==> src/qpc_pkg.sv <==
package qpc_pkg;

    // ****************************************
    // Frame layout, shifted in MSB first
    // ****************************************
    localparam int          FRAME_BITS = 17;
    localparam int          OP_MSB     = 16;
    localparam int          OP_LSB     = 13;
    localparam int          CH_MSB     = 12;
    localparam int          CH_LSB     = 11;
    localparam int          SLOT_MSB   = 10;
    localparam int          SLOT_LSB   = 9;
    localparam int          BUF_BIT    = 8;
    localparam logic [4:0]  CNT_FULL   = 5'h11;

    // ****************************************
    // Sizes and values after reset
    // ****************************************
    localparam int          TAP_W         = 8;
    localparam int          WORD_W        = 9;
    localparam int          NUM_CH        = 4;
    localparam int          NUM_SLOT      = 4;
    localparam logic [7:0]  TAP_MIN       = 8'h00;
    localparam logic [7:0]  TAP_MAX       = 8'hff;
    localparam logic [7:0]  TAP_RESET     = 8'h00;
    localparam logic [8:0]  NV_RESET_WORD = 9'h080;
    localparam logic [1:0]  DEFAULT_SLOT  = 2'h0;
    localparam logic [1:0]  LAST_CH       = 2'h3;

    // ****************************************
    // Command opcodes
    // ****************************************
    localparam logic [3:0]  OP_WR_TAP  = 4'h1;
    localparam logic [3:0]  OP_SAVE    = 4'h2;
    localparam logic [3:0]  OP_UP      = 4'h3;
    localparam logic [3:0]  OP_DOWN    = 4'h4;
    localparam logic [3:0]  OP_WR_NV   = 4'h5;
    localparam logic [3:0]  OP_RECALL  = 4'h6;
    localparam logic [3:0]  OP_RD_NV   = 4'h7;
    localparam logic [3:0]  OP_RD_TAP  = 4'h8;

    typedef enum logic [1:0] {
        ST_BOOT,
        ST_BOOT_LOAD,
        ST_IDLE,
        ST_FETCH
    } qpc_state_type;

endpackage

==> src/qpc_setting_mem.sv <==
`timescale 1ns/1ps
module qpc_setting_mem #(
    parameter int         WIDTH      = 9,
    parameter int         DEPTH      = 16,
    parameter int         AW         = 4,
    parameter logic [8:0] RESET_WORD = 9'h080
) (
    input  wire logic             clk_in,
    input  wire logic             rst_n_in,
    input  wire logic             wr_en_in,
    input  wire logic [AW-1:0]    wr_addr_in,
    input  wire logic [WIDTH-1:0] wr_data_in,
    input  wire logic             rd_en_in,
    input  wire logic [AW-1:0]    rd_addr_in,
    output logic      [WIDTH-1:0] rd_data_out
);

    logic [WIDTH-1:0] mem [DEPTH];

    // Storage array; reset stands in for factory-fresh contents
    always_ff @(posedge clk_in or negedge rst_n_in) begin
        if (!rst_n_in) begin
            for (int i = 0; i < DEPTH; i++) begin
                mem[i] <= RESET_WORD[WIDTH-1:0];
            end
        end else if (wr_en_in) begin
            mem[wr_addr_in] <= wr_data_in;
        end
    end

    // Registered read, one cycle of latency
    always_ff @(posedge clk_in or negedge rst_n_in) begin
        if (!rst_n_in) begin
            rd_data_out <= '0;
        end else if (rd_en_in) begin
            rd_data_out <= mem[rd_addr_in];
        end
    end

endmodule

==> src/qpc_serial_ctrl.sv <==
`timescale 1ns/1ps
// Summary of operation
// Sample serial_in on each rising serial clock while select is low.
// Host sends all command content only through serial_in.
// Select high: deselected, serial_out released, standby unless storing.
// Select low enables device into active power state.
// Host must make a select falling edge before any accepted command.
// Read data leaves on open-drain serial_out, changing on falling clock.
// First read bit appears at select falling edge, before any clock.
// serial_out doubles as cascade output for daisy chains.
// Open-drain active-low done acknowledges commands 2, 4, 5, 6, 7.
// Write guard low blocks all changes except recall into tap register.
// Each channel has 256 wiper positions from its tap setting.
// Four independent channels, each with its own tap setting.
// Four stored locations per channel, directly writable and readable.
// Tap setting loads from serial data or a stored location.
// Save copies channel tap setting into any chosen stored slot.
// At power-up each channel loads its default slot.
// Output buffer selection kept separately per channel.
// Buffer bit acts only via stored write then recall, off when 0.
// Up and down move one step and saturate at the ends.
// Each stored word is nine bits: tap plus buffer bit.
// Ignore clock while deselected; drop partial frames on early select rise.
// One fixed instruction table: 17-bit frame, opcode, channel, slot, data.
module qpc_serial_ctrl (
    input  wire logic        MCLK_IN,
    input  wire logic        RSTN_IN,
    input  wire logic        SER_CLK_IN,
    input  wire logic        DEV_SELECT_N_IN,
    input  wire logic        SERIAL_IN_IN,
    input  wire logic        WRITE_GUARD_N_IN,
    output logic             SERIAL_OUT_OUT,
    output logic             SERIAL_OUT_OE_OUT,
    output logic             CMD_DONE_N_OUT,
    output logic             CMD_DONE_N_OE_OUT,
    output logic             ACTIVE_OUT,
    output logic [31:0]      TAP_SETTING_OUT,
    output logic [3:0]       BUFFER_EN_OUT
);
    // ****************************************
    // Pin synchronisers and edge detection
    // ****************************************
    // Bit 0 serial clock, 1 select, 2 serial_in, 3 write guard
    logic [3:0] pin_meta;
    logic [3:0] pin_sync;
    logic [1:0] pin_prev;
    // Two flops per pin, plus a third on clock and select for edge detection; the first stage is never read by logic
    always_ff @(posedge MCLK_IN or negedge RSTN_IN) begin
        if (!RSTN_IN) begin
            pin_meta <= 4'ha;
            pin_sync <= 4'ha;
            pin_prev <= 2'h2;
        end else begin
            pin_meta <= {WRITE_GUARD_N_IN, SERIAL_IN_IN, DEV_SELECT_N_IN, SER_CLK_IN};
            pin_sync <= pin_meta;
            pin_prev <= pin_sync[1:0];
        end
    end
    logic sel_n;
    logic sin;
    logic guard_ok;
    logic sclk_rise;
    logic sclk_fall;
    logic sel_fall;
    logic sel_rise;
    assign sel_n     = pin_sync[1];
    assign sin       = pin_sync[2];
    assign guard_ok  = pin_sync[3];
    assign sclk_rise = pin_sync[0] & ~pin_prev[0] & ~sel_n;
    assign sclk_fall = ~pin_sync[0] & pin_prev[0] & ~sel_n;
    assign sel_fall  = ~sel_n & pin_prev[1];
    assign sel_rise  = sel_n & ~pin_prev[1];
    // ****************************************
    // Shift register and frame tracking
    // ****************************************
    qpc_pkg::qpc_state_type state;
    logic [qpc_pkg::FRAME_BITS-1:0] shreg;
    logic [4:0]                     bit_cnt;
    logic                           frame_ok;
    logic [7:0]                     tap [qpc_pkg::NUM_CH];
    logic [3:0]                     buf_en;
    logic [1:0]                     boot_ch;
    logic [3:0]                     cur_op;
    logic [1:0]                     cur_ch;
    logic [8:0]                     mem_rd_data;
    logic [3:0] op;
    logic [1:0] ch;
    logic [1:0] slot;
    logic       exec;
    // fixed layout
    assign op   = shreg[qpc_pkg::OP_MSB:qpc_pkg::OP_LSB];
    assign ch   = shreg[qpc_pkg::CH_MSB:qpc_pkg::CH_LSB];
    assign slot = shreg[qpc_pkg::SLOT_MSB:qpc_pkg::SLOT_LSB];
    // partial frames dropped
    assign exec = (state == qpc_pkg::ST_IDLE) && sel_rise && frame_ok && (bit_cnt == qpc_pkg::CNT_FULL);
    // shift on rising clock; R08 cascade: old content moves towards serial_out
    always_ff @(posedge MCLK_IN or negedge RSTN_IN) begin
        if (!RSTN_IN) begin
            shreg <= '0;
        end else if (sclk_rise) begin
            shreg <= {shreg[qpc_pkg::FRAME_BITS-2:0], sin};
        end else if (state == qpc_pkg::ST_FETCH && cur_op == qpc_pkg::OP_RD_NV) begin
            shreg <= {8'h00, mem_rd_data};
        end else if (exec && op == qpc_pkg::OP_RD_TAP) begin
            shreg <= {8'h00, buf_en[ch], tap[ch]};
        end
    end
    // Bit counter saturates so long daisy-chain frames keep the last 17 bits
    always_ff @(posedge MCLK_IN or negedge RSTN_IN) begin
        if (!RSTN_IN) begin
            bit_cnt <= '0;
        end else if (sel_fall) begin
            bit_cnt <= '0;
        end else if (sclk_rise && bit_cnt != qpc_pkg::CNT_FULL) begin
            bit_cnt <= bit_cnt + 5'h01;
        end
    end
    // frame counts only after its own select fall; each select rise clears it
    always_ff @(posedge MCLK_IN or negedge RSTN_IN) begin
        if (!RSTN_IN) begin
            frame_ok <= 1'b0;
        end else if (sel_fall) begin
            frame_ok <= 1'b1;
        end else if (sel_rise) begin
            frame_ok <= 1'b0;
        end
    end
    // ****************************************
    // Sequencer, stored settings and taps
    // ****************************************
    logic       mem_wr_en;
    logic [8:0] mem_wr_data;
    logic       mem_rd_en;
    logic [3:0] mem_rd_addr;
    // guard blocks writes; R15 save takes current tap; R13 direct write
    always_comb begin
        mem_wr_en   = exec && guard_ok && (op == qpc_pkg::OP_SAVE || op == qpc_pkg::OP_WR_NV);
        mem_wr_data = (op == qpc_pkg::OP_SAVE) ? {buf_en[ch], tap[ch]} : shreg[8:0];
        mem_rd_en   = (state == qpc_pkg::ST_BOOT) || (exec && (op == qpc_pkg::OP_RECALL || op == qpc_pkg::OP_RD_NV));
        mem_rd_addr = (state == qpc_pkg::ST_BOOT) ? {boot_ch, qpc_pkg::DEFAULT_SLOT} : {ch, slot};
    end
    // nine-bit words, four slots per channel
    qpc_setting_mem #(
        .WIDTH      (qpc_pkg::WORD_W),
        .DEPTH      (qpc_pkg::NUM_CH * qpc_pkg::NUM_SLOT),
        .AW         (4),
        .RESET_WORD (qpc_pkg::NV_RESET_WORD)
    ) u_mem (
        .clk_in      (MCLK_IN),
        .rst_n_in    (RSTN_IN),
        .wr_en_in    (mem_wr_en),
        .wr_addr_in  ({ch, slot}),
        .wr_data_in  (mem_wr_data),
        .rd_en_in    (mem_rd_en),
        .rd_addr_in  (mem_rd_addr),
        .rd_data_out (mem_rd_data)
    );
    // Boot walks all channels, then serves commands
    always_ff @(posedge MCLK_IN or negedge RSTN_IN) begin
        if (!RSTN_IN) begin
            state <= qpc_pkg::ST_BOOT;
        end else begin
            unique case (state)
                qpc_pkg::ST_BOOT:      state <= qpc_pkg::ST_BOOT_LOAD;
                qpc_pkg::ST_BOOT_LOAD: state <= (boot_ch == qpc_pkg::LAST_CH) ? qpc_pkg::ST_IDLE : qpc_pkg::ST_BOOT;
                qpc_pkg::ST_IDLE: begin
                    if (exec && (op == qpc_pkg::OP_RECALL || op == qpc_pkg::OP_RD_NV)) begin
                        state <= qpc_pkg::ST_FETCH;
                    end
                end
                qpc_pkg::ST_FETCH:     state <= qpc_pkg::ST_IDLE;
            endcase
        end
    end
    // Boot channel index and latched command for the fetch cycle
    always_ff @(posedge MCLK_IN or negedge RSTN_IN) begin
        if (!RSTN_IN) begin
            boot_ch <= '0;
            cur_op  <= '0;
            cur_ch  <= '0;
        end else begin
            if (state == qpc_pkg::ST_BOOT_LOAD) begin
                boot_ch <= boot_ch + 2'h1;
            end
            if (exec) begin
                cur_op <= op;
                cur_ch <= ch;
            end
        end
    end
    // one register per channel; R16 boot load; R14 serial or recall source
    always_ff @(posedge MCLK_IN or negedge RSTN_IN) begin
        if (!RSTN_IN) begin
            for (int i = 0; i < qpc_pkg::NUM_CH; i++) begin
                tap[i] <= qpc_pkg::TAP_RESET;
            end
            buf_en <= '0;
        end else if (state == qpc_pkg::ST_BOOT_LOAD) begin
            tap[boot_ch]    <= mem_rd_data[7:0];
            buf_en[boot_ch] <= mem_rd_data[qpc_pkg::BUF_BIT];
        end else if (state == qpc_pkg::ST_FETCH && cur_op == qpc_pkg::OP_RECALL) begin
            // buffer bit only arrives through recall or the boot load; R10 recall allowed under guard
            tap[cur_ch]    <= mem_rd_data[7:0];
            buf_en[cur_ch] <= mem_rd_data[qpc_pkg::BUF_BIT];
        end else if (exec && guard_ok) begin
            // saturating steps; direct write leaves buffer bit alone
            if (op == qpc_pkg::OP_WR_TAP) begin
                tap[ch] <= shreg[7:0];
            end else if (op == qpc_pkg::OP_UP && tap[ch] != qpc_pkg::TAP_MAX) begin
                tap[ch] <= tap[ch] + 8'h01;
            end else if (op == qpc_pkg::OP_DOWN && tap[ch] != qpc_pkg::TAP_MIN) begin
                tap[ch] <= tap[ch] - 8'h01;
            end
        end
    end
    // eight bits give 256 positions; R17 buffer bit per channel
    for (genvar g = 0; g < qpc_pkg::NUM_CH; g++) begin : g_tap
        assign TAP_SETTING_OUT[g*qpc_pkg::TAP_W +: qpc_pkg::TAP_W] = tap[g];
    end
    assign BUFFER_EN_OUT = buf_en;
    // ****************************************
    // Serial output, power state, done flag
    // ****************************************
    logic active;
    logic out_bit;
    logic done;
    logic done_set;
    // active while selected; R03 standby once released
    always_ff @(posedge MCLK_IN or negedge RSTN_IN) begin
        if (!RSTN_IN) begin
            active <= 1'b0;
        end else begin
            active <= ~sel_n;
        end
    end
    // first bit at select fall; R06 later bits on falling clock
    always_ff @(posedge MCLK_IN or negedge RSTN_IN) begin
        if (!RSTN_IN) begin
            out_bit <= 1'b1;
        end else if (sel_fall || sclk_fall) begin
            out_bit <= shreg[qpc_pkg::FRAME_BITS-1];
        end
    end
    // acknowledged commands only
    assign done_set = (exec && guard_ok &&
                       (op == qpc_pkg::OP_SAVE || op == qpc_pkg::OP_DOWN || op == qpc_pkg::OP_WR_NV)) ||
                      (state == qpc_pkg::ST_FETCH && (cur_op == qpc_pkg::OP_RECALL || cur_op == qpc_pkg::OP_RD_NV));
    // Set wins over the clear by the next frame's select fall
    always_ff @(posedge MCLK_IN or negedge RSTN_IN) begin
        if (!RSTN_IN) begin
            done <= 1'b0;
        end else if (done_set) begin
            done <= 1'b1;
        end else if (sel_fall) begin
            done <= 1'b0;
        end
    end
    // Open drain: pull low only; serial_out released when deselected, done held until the next select fall
    assign SERIAL_OUT_OUT    = 1'b0;
    assign SERIAL_OUT_OE_OUT = active & ~out_bit;
    assign CMD_DONE_N_OUT    = 1'b0;
    assign CMD_DONE_N_OE_OUT = done;
    assign ACTIVE_OUT        = active;
endmodule

==> config.mk <==
export PLATFORM = sky130hd
export DESIGN_NAME = qpc_serial_ctrl
export DESIGN_NICKNAME = d
export VERILOG_FILES = /design/src/qpc_pkg.sv /design/src/qpc_setting_mem.sv /design/src/qpc_serial_ctrl.sv
export SDC_FILE = /design/constraint.sdc
export NUM_CORES = 1
export LEC_CHECK = 0
export ABC_AREA = 1
export BUFFER_PORTS_ARGS = -buffer_cell sky130_fd_sc_hd__buf_2
export CAP_MARGIN = 20
export CORE_MARGIN = 2
export CORE_UTILIZATION = 55
export CTS_BUF_LIST = sky130_fd_sc_hd__clkbuf_16
export CTS_CLUSTER_DIAMETER = 100
export DETAILED_ROUTE_END_ITERATION = 16
export GPL_TIMING_DRIVEN = 0
export PLACE_DENSITY = 0.7
export SYNTH_ARGS = -nofsm -noshare
export SYNTH_HDL_FRONTEND = slang
export SYNTH_SLANG_ARGS = --single-unit
==> constraint.sdc <==
create_clock -name MCLK_IN -period 5.4 [get_ports MCLK_IN]
set_clock_uncertainty 0.2 [all_clocks]
set_input_delay 0.54 -clock MCLK_IN [delete_from_list [all_inputs] [get_ports MCLK_IN]]
set_output_delay 0.54 -clock MCLK_IN [all_outputs]
set_load 0.02 [all_outputs]
# ---- Word level (Yosys, flattened, before mapping)
# Index checks and enable logic that the tools add are counted.
dict set report word_totals {
  reg_bits 235
  in_bits 6
  wordCells 176
}
dict set report op_classes {
  add_sub_neg 4
  magnitude_cmp 14
  n_eq_ne 18
  n_mux 50
  bitwise_logic 17
  n_reduce_logical 38
}
# operator count
set ops {}
lappend ops {{$mux 32} 6}
lappend ops {{$bwmux 32} 5}
lappend ops {{$bwmux 144} 1}
lappend ops {{$mux 17} 3}
lappend ops {{$demux 8 s2} 3}
lappend ops {{$mux 8} 5}
lappend ops {{$bmux 9 s4} 1}
lappend ops {{$demux 9 s4} 1}
lappend ops {{$mux 9} 4}
lappend ops {{$eq 4x3->1 const B} 6}
lappend ops {{$logic_and 1x1->1} 20}
lappend ops {{$bmux 8 s2} 1}
lappend ops {{$mux 4} 3}
lappend ops {{$ge 5x5->1 const B} 2}
lappend ops {{$mux 5} 2}
lappend ops {{$not 4->5} 2}
lappend ops {{$ge 3x3->1 const B} 3}
lappend ops {{$lt 2x3->1 const B} 3}
lappend ops {{$lt 3x1->1 const B} 3}
lappend ops {{$not 2->3} 3}
lappend ops {{$add 8x1->8 const B} 1}
lappend ops {{$bwmux 4} 2}
lappend ops {{$eq 4x2->1 const B} 2}
lappend ops {{$logic_or 1x1->1} 8}
lappend ops {{26 further kinds} 51}

# ---- Depth between registers and ports, before layout
dict set report depth {
  depth_word 12
  mapped_depth 19
  ltp_nobuf 18
}

# ---- Modules after synthesis
# From an unflattened synthesis, not the netlist that was laid out.
dict set report hier_totals {
  hier_cells 1680
  area_unflattened_um2 12473.2
}
# mod n_inst cells_each area_each_um2 seq_area_each_um2
set by_module_without_submodules {}
lappend by_module_without_submodules {qpc_setting_mem 1 865 7021.7 3848.7}
lappend by_module_without_submodules {qpc_serial_ctrl 1 815 5451.5 2059.5}

# ---- Worst setup path after synthesis
# OpenSTA, ideal clock, no wires.
dict set report synth_timing {
  path_type {register to register}
  start {register shreg[12] in the netlist's numbering}
  end {register tap (netlist bit TAP_SETTING_OUT[3])}
  setup_time_ps 118
  arrival_ps 2205
  t_required_ps 5082
  path_slack_ps 2877
  path_stages_with_launch 18
  path_buffers 2
  synth_period_minus_slack_ps 2523
  cell_sequence {dfrtp_1 -> buf_6 -> nor2_2 -> nand2_1 -> nand2_1 -> nor2_4 -> inv_1 -> ha_1 -> nand2_2 -> nor2_4 -> nand2_2 -> nand2_4 -> nand4_4 -> nand3_4 -> buf_12 -> nand2_1 -> inv_1 -> a21oi_2}
}
dict set report synth_via {
  elab_chain_cells 12
  elab_cells_between_ends 26
}
# item line_no
set synth_lines {}
lappend synth_lines {{start, declared} qpc_serial_ctrl.sv:77} ;# logic [qpc_pkg::FRAME_BITS-1:0] shreg;
lappend synth_lines {{start signal, assigned} qpc_serial_ctrl.sv:101} ;# shreg <= {shreg[qpc_pkg::FRAME_BITS-2:0], sin};
lappend synth_lines {{start signal, assigned} qpc_serial_ctrl.sv:103} ;# shreg <= {8'h00, mem_rd_data};
lappend synth_lines {{start signal, assigned} qpc_serial_ctrl.sv:105} ;# shreg <= {8'h00, buf_en[ch], tap[ch]};
lappend synth_lines {{$not 2->3 (not written as such) (*)} -}
lappend synth_lines {{$bmux 8 s2, or another cell as far along} -}
lappend synth_lines {{$mux 8 (not written as such) or $logic_and 1x1->1 (tied branches)} -}
lappend synth_lines {{$mux 8, on equally long branches} -}
lappend synth_lines {{$sub 8x1->8 or $demux 8 s2 (tied branches)} {qpc_serial_ctrl.sv:212, qpc_serial_ctrl.sv:208, qpc_serial_ctrl.sv:210}}
lappend synth_lines {{$bwmux 32} qpc_serial_ctrl.sv:212} ;# tap[ch] <= tap[ch] - 8'h01;
lappend synth_lines {{$mux 32} qpc_serial_ctrl.sv:211} ;# end else if (op == qpc_pkg::OP_DOWN && tap[ch] != qpc_pkg::TAP_MIN) begin
lappend synth_lines {{$mux 32} qpc_serial_ctrl.sv:209} ;# end else if (op == qpc_pkg::OP_UP && tap[ch] != qpc_pkg::TAP_MAX) begin
lappend synth_lines {{$mux 32} qpc_serial_ctrl.sv:207} ;# if (op == qpc_pkg::OP_WR_TAP) begin
lappend synth_lines {{$mux 32} qpc_serial_ctrl.sv:205} ;# end else if (exec && guard_ok) begin
lappend synth_lines {{$mux 32} qpc_serial_ctrl.sv:201} ;# end else if (state == qpc_pkg::ST_FETCH && cur_op == qpc_pkg::OP_RECALL) begin
lappend synth_lines {{$mux 32} qpc_serial_ctrl.sv:198} ;# end else if (state == qpc_pkg::ST_BOOT_LOAD) begin
lappend synth_lines {{end signal, assigned by index} qpc_serial_ctrl.sv:199} ;# tap[boot_ch] <= mem_rd_data[7:0];
lappend synth_lines {{end signal, assigned by index} qpc_serial_ctrl.sv:203} ;# tap[cur_ch] <= mem_rd_data[7:0];
lappend synth_lines {{end signal, assigned by index} qpc_serial_ctrl.sv:208} ;# tap[ch] <= shreg[7:0];
lappend synth_lines {{end, declared} qpc_serial_ctrl.sv:80} ;# logic [7:0] tap [qpc_pkg::NUM_CH];
# Every way passes the cells marked *; elsewhere a longest branch is shown, timed or not. The select of a mux whose other input is x is not followed.
# A chain may end at the register's enable or synchronous reset.

# ---- Worst setup path after layout
dict set report layout_timing {
  start {register shreg[13] in the netlist's numbering}
  end {register u_mem.mem[25] in the netlist's numbering}
}
dict set report layout_via {
  elab_chain_cells 3
  elab_cells_between_ends 6
}
# item line_no
set layout_lines {}
lappend layout_lines {{$eq 4x2->1 or $eq 4x3->1 (tied branches)} {qpc_serial_ctrl.sv:137, qpc_serial_ctrl.sv:138}}
lappend layout_lines {{$mux 9 or $logic_or 1x1->1 (tied branches)} {qpc_serial_ctrl.sv:138, qpc_serial_ctrl.sv:137}}
lappend layout_lines {{$bwmux 144 or $logic_and 1x1->1 (tied branches)} {qpc_setting_mem.sv:27, qpc_serial_ctrl.sv:137}}
lappend layout_lines {{end signal, assigned by index} qpc_setting_mem.sv:24} ;# mem[i] <= RESET_WORD[WIDTH-1:0];
lappend layout_lines {{end signal, assigned by index} qpc_setting_mem.sv:27} ;# mem[wr_addr_in] <= wr_data_in;
lappend layout_lines {{end, declared} qpc_setting_mem.sv:18} ;# logic [WIDTH-1:0] mem [DEPTH];
# Several ways; a longest one is shown, not always the timed one.

==> results_tabular.tex <==
\begin{tabular}{lr}
\hline
Metric & Value \\
\hline
\multicolumn{2}{l}{\textbf{Outcome}} \\
\quad Run status & finished, final reports clean \\
\multicolumn{2}{l}{\textbf{Final layout}} \\
\quad \# diodes & 0 \\
\quad Post-route core utilization & 0.6283 \\
\quad Fin nets & $\sim$1700 \\
\quad Final design instance area without fill & around 14000 um\^{}2 \\
\quad Relative area change from synthesis to final layout & 12.33\% \\
\quad Layout cells sized above 1 & 0.1303 \\
\multicolumn{2}{l}{\textbf{Hold path}} \\
\quad Hold path start & pin\_meta[0]\$\_DFF\_PN0\_ \\
\quad Hold Path Class & reg2reg \\
\quad Instance count along the most critical hold path & 0 \\
\quad End point of the most critical hold path & pin\_sync[0]\$\_DFF\_PN0\_ \\
\multicolumn{2}{l}{\textbf{Synth}} \\
\quad Post-Syn Area & about 13000 um\^{}2 \\
\quad Predominant post-synthesis flop cell & sky130\_fd\_sc\_hd\_\_dfrtp\_1 \\
\quad Fraction of the yosys area taken by sequential cells & 0.4666 \\
\quad Synthesized netlist cell count & around 1600 \\
\quad Distinct cells, synth & 48 \\
\quad Count of warnings emitted by yosys & 0 \\
\quad Share of the synthesized area in the top cell type & 0.4209 \\
\quad Number of enable flip-flop cells after synthesis & 0 \\
\quad Cell type with the highest aggregate area in the netlist & sky130\_fd\_sc\_hd\_\_dfrtp\_1 \\
\quad Share of flip-flops with an asynchronous set or reset after synthesis & 1.000 \\
\quad Leading cell types by total area after synthesis & sky130\_fd\_sc\_hd\_\_dfrtp\_1 (42\%), sky130\_fd\_sc\_hd\_\_nand2\_1 (14\%), sky130\_fd\_sc\_hd\_\_o21ai\_0 (8.1\%) \\
\quad Flop and latch count out of synthesis & 235 \\
\quad Syn Area/Cell & 7.793 um\^{}2 \\
\multicolumn{2}{l}{\textbf{Routing}} \\
\quad Routed len/inst & 20.31 um \\
\quad Post-detailed-routing wire length & between 40000 and 50000 um \\
\quad Routed Antenna Nets & 0 \\
\quad First-pass iteration count of the detailed router & 6 \\
\quad DR iter-0 viols & around 1400 \\
\quad Number of vias after detailed routing & 11862 \\
\quad Remaining DRCs & 0 \\
\quad Via count normalized by instance count & $\sim$5.9 \\
\multicolumn{2}{l}{\textbf{Critical path}} \\
\quad Critical Path End Type & flip-flop \\
\quad Setup crit start kind & flip-flop \\
\quad Worst flop-to-flop path endpoint & u\_mem.mem[25]\$\_DFFE\_PN1P\_ \\
\quad Reg2Reg Launch Point & shreg[13]\$\_DFFE\_PN0P\_ \\
\quad Kind of cell with the highest combined delay on the critical path & buffers and inverters \\
\quad Data arrival time of the critical path & roughly 3.6 ns \\
\quad Cell-by-cell trace of the critical path & inv\_1 > nand3\_1 > clkbuf\_1 > o21ai\_0 > buf\_4 > clkbuf\_1 > o21ai\_0 \\
\quad Depth of the worst register-to-register path & 7 \\
\quad Register-to-register setup slack & approximately 2.1 ns \\
\quad CP Buf/Inv Count & 4 \\
\quad CP max FO & 10 \\
\quad Slowest stage delay, CP & 0.73 ns \\
\quad Library cell contributing the largest single delay on the critical path & sky130\_fd\_sc\_hd\_\_o21ai\_0 \\
\quad Class of the most critical setup path & reg2reg \\
\quad Endpoint required time on the critical path & 5.65 ns \\
\multicolumn{2}{l}{\textbf{Floorplanning}} \\
\quad Die footprint & 24250 um\^{}2 \\
\quad Count of boundary I/O pins & 47 \\
\quad Initial cell density of the core & 0.5593 \\
\quad Cell row count & between 50 and 60 \\
\quad Die height & $\sim$160 um \\
\quad Core area & $\sim$23000 um\^{}2 \\
\quad Chip Width & 155.7 um \\
\multicolumn{2}{l}{\textbf{STA}} \\
\quad Total negative setup slack & 0 ns \\
\quad Final hold violation count & 0 \\
\quad Number of pins with negative max-slew slack in the final report & 0 \\
\quad Final count of negative-setup-slack endpoints & 0 \\
\quad Actual slew at the worst max-slew pin & between 0.8 and 0.9 ns \\
\quad Setup repair after global routing missed its margin & no \\
\quad Max frequency & roughly 300 MHz \\
\quad Time the final worst path needs with I/O delays and setup & between 3 and 4 ns \\
\quad Part of the cycle the worst path needs & 0.6114 \\
\quad Slew Limit Headroom & 0.4030 \\
\multicolumn{2}{l}{\textbf{Pwr}} \\
\quad Power density of the placed cells & approximately 300 nW/um\^{}2 \\
\quad Overall power after layout & between 4 and 5 mW \\
\quad Leakage power & a little under 7 nW \\
\quad Max rail drop VDD & 292.6 uV \\
\multicolumn{2}{l}{\textbf{CTS}} \\
\quad Count of buffers added by post-CTS timing repair for setup & 0 \\
\quad Clock Root Buffer & sky130\_fd\_sc\_hd\_\_clkbuf\_16 \\
\quad Number of buffers inserted during clock tree synthesis & 27 \\
\quad Clock latency on the worst-skew pair & 0.55 ns \\
\quad Deepest clock path buffer count & 3 \\
\quad Clock H-tree levels & 1 \\
\quad Clock-pin transition on the worst setup and hold timing paths & 0.06 ns \\
\quad CTS tree & yes \\
\quad Clock net sink count & about 240 \\
\multicolumn{2}{l}{\textbf{Place}} \\
\quad Placed wire-length estimate & roughly 30000 um \\
\quad Gpl congestion & approximately 0.99 \\
\quad Area post-placement & 13340 um\^{}2 \\
\quad PortBufs & 44 \\
\multicolumn{2}{l}{\textbf{Global route}} \\
\quad Wire length of the first global-routing pass & 64230 um \\
\quad Antenna violations before repair & 0 \\
\quad Pin count of the biggest net entering global routing & 121 \\
\quad GR Overflow Total & 0 \\
\quad Gr usage total & 0.3437 \\
\quad Vias in the first global route & around 11000 \\
\multicolumn{2}{l}{\textbf{Job}} \\
\quad Max-capacitance violation count & 0 \\
\hline
\end{tabular}
==> flip-flops by register name, indices dropped and copies added (netlist names), 4 cells and up <==
| signal | count |
|---|---|
| pin_sync | 4 |
| TAP_SETTING_OUT | 32 |
| pin_meta | 4 |
| bit_cnt | 5 |
| shreg | 17 |
| cur_op | 4 |
| u_mem.mem | 144 |
| u_mem.rd_data_out | 9 |
| BUFFER_EN_OUT | 4 |
==> placed cells by master, fill, tap and decap left out, drive strengths merged <==
master       count
nor4             2
o31ai            3
o22ai           29
conb             2
dfstp           22
a21oi           55
nor2           178
a22oi            4
nand2          502
dfrtp          213
clkinv          10
nand3           95
nand4            8
xor2             3
o21ai          216
a21boi          13
o211ai           3
bufinv           2
inv            130
a211oi           1
clkbuf          87
nor3             9
or2              2
a31oi           10
ha              11
nand3b           6
o221ai          35
dlygate4sd3      5
buf             76
o21bai           1
nor3b            1
==> what timing repair did <==
action                                 in CTS  in global routing
hold buffers                                5                  0
resized for setup                           0                  0
endpoints found under the hold margin     102                  0
==> where the power goes <==
part | switching [mW] | internal, mW
sequential | 0.0165 | 1.78
clock | 0.744 | 1.00
combinational | 0.532 | 0.169
total | 1.29 | 2.96
==> worst max path at each step <==
stage,start,to,cells past startpoint
finish,shreg[13]$_DFFE_PN0P_,u_mem.mem[25]$_DFFE_PN1P_,7
global route,shreg[12]$_DFFE_PN0P_,TAP_SETTING_OUT[10]$_DFFE_PN0P_,17
CTS,shreg[13]$_DFFE_PN0P_,u_mem.mem[25]$_DFFE_PN1P_,7
detailed placement,shreg[13]$_DFFE_PN0P_,u_mem.mem[25]$_DFFE_PN1P_,7
global placement,RSTN_IN,TAP_SETTING_OUT[16]$_DFFE_PN0P_,1
floorplan,shreg[12]$_DFFE_PN0P_,TAP_SETTING_OUT[3]$_DFFE_PN0P_,17
==> stage by stage <==
step	cells	setup slack, ns	hold WS [ns]
2_1_floorplan	1626	2.877	0.04441
4_1_cts	2019	2.212	0.1483
5_1_grt	2019	1.890	0.1520
6_report	2019	2.098	0.1454
3_3_place_gp	1955	-0.5765	0.1354
3_5_place_dp	1964	2.230	0.1364
==> routing by layer <==
metal	vias to the layer above	GRT usage	wire length (um)
met2	572	0.5424	18740
met4	0	0.1481	2005
met1	5631	0.4798	17100
met5	-	0	0
met3	114	0.04611	3168
li1	5545	-	-
==> final cells by class <==
cell class / count / area (um^2)
multi-input cells: 1189 / 5861
fillers: 2033 / 8416
repair buffers: 58 / 362.8
clock buffers: 27 / 675.6
well taps: 285 / 356.6
flip-flops and latches: 235 / 5908
plain buffers: 83 / 451.7
inverters: 119 / 446.7
clock inverters: 23 / 162.7
==> cell usage after synthesis, types with 2 or more instances <==
| library cell | number |
|---|---|
| sky130_fd_sc_hd__a21boi_2 | 6 |
| sky130_fd_sc_hd__buf_1 | 2 |
| sky130_fd_sc_hd__buf_12 | 3 |
| sky130_fd_sc_hd__dfstp_2 | 22 |
| sky130_fd_sc_hd__o31ai_1 | 3 |
| sky130_fd_sc_hd__buf_2 | 4 |
| sky130_fd_sc_hd__nand3_2 | 4 |
| sky130_fd_sc_hd__inv_2 | 5 |
| sky130_fd_sc_hd__o22ai_1 | 29 |
| sky130_fd_sc_hd__clkinv_1 | 3 |
| sky130_fd_sc_hd__nand2_1 | 472 |
| sky130_fd_sc_hd__nor2_4 | 4 |
| sky130_fd_sc_hd__clkbuf_1 | 60 |
| sky130_fd_sc_hd__o21ai_0 | 204 |
| sky130_fd_sc_hd__a21boi_0 | 4 |
| sky130_fd_sc_hd__a21boi_1 | 3 |
| sky130_fd_sc_hd__a21oi_1 | 42 |
| sky130_fd_sc_hd__a21oi_2 | 13 |
| sky130_fd_sc_hd__nand2_4 | 6 |
| sky130_fd_sc_hd__nor3_2 | 2 |
| sky130_fd_sc_hd__o221ai_1 | 35 |
| sky130_fd_sc_hd__nand3_1 | 86 |
| sky130_fd_sc_hd__nor2_1 | 150 |
| sky130_fd_sc_hd__o21ai_1 | 12 |
| sky130_fd_sc_hd__o211ai_1 | 3 |
| sky130_fd_sc_hd__nand2_2 | 24 |
| sky130_fd_sc_hd__nor2_2 | 23 |
| sky130_fd_sc_hd__a22oi_1 | 4 |
| sky130_fd_sc_hd__buf_6 | 9 |
| sky130_fd_sc_hd__or2_2 | 2 |
| sky130_fd_sc_hd__nand3b_1 | 6 |
| sky130_fd_sc_hd__inv_1 | 111 |
| sky130_fd_sc_hd__ha_1 | 11 |
| sky130_fd_sc_hd__nand4_1 | 7 |
| sky130_fd_sc_hd__xor2_1 | 3 |
| sky130_fd_sc_hd__buf_4 | 5 |
| sky130_fd_sc_hd__nor3_1 | 7 |
| sky130_fd_sc_hd__nand3_4 | 5 |
| sky130_fd_sc_hd__dfrtp_1 | 213 |
| sky130_fd_sc_hd__a31oi_1 | 10 |
==> cells by family after synthesis <==
logic type                 Yosys count  synth area share
and+or+nand+nor                    803            0.2782
AOI/OAI and AO/OA                  370            0.1710
buffers and inverters              202           0.07094
DFF                                235            0.4666
adders and majority gates           11           0.01087
xor gates and xnor gates             3          0.002075
other                                1         0.0002961
Power figures use the tool's default switching activity.
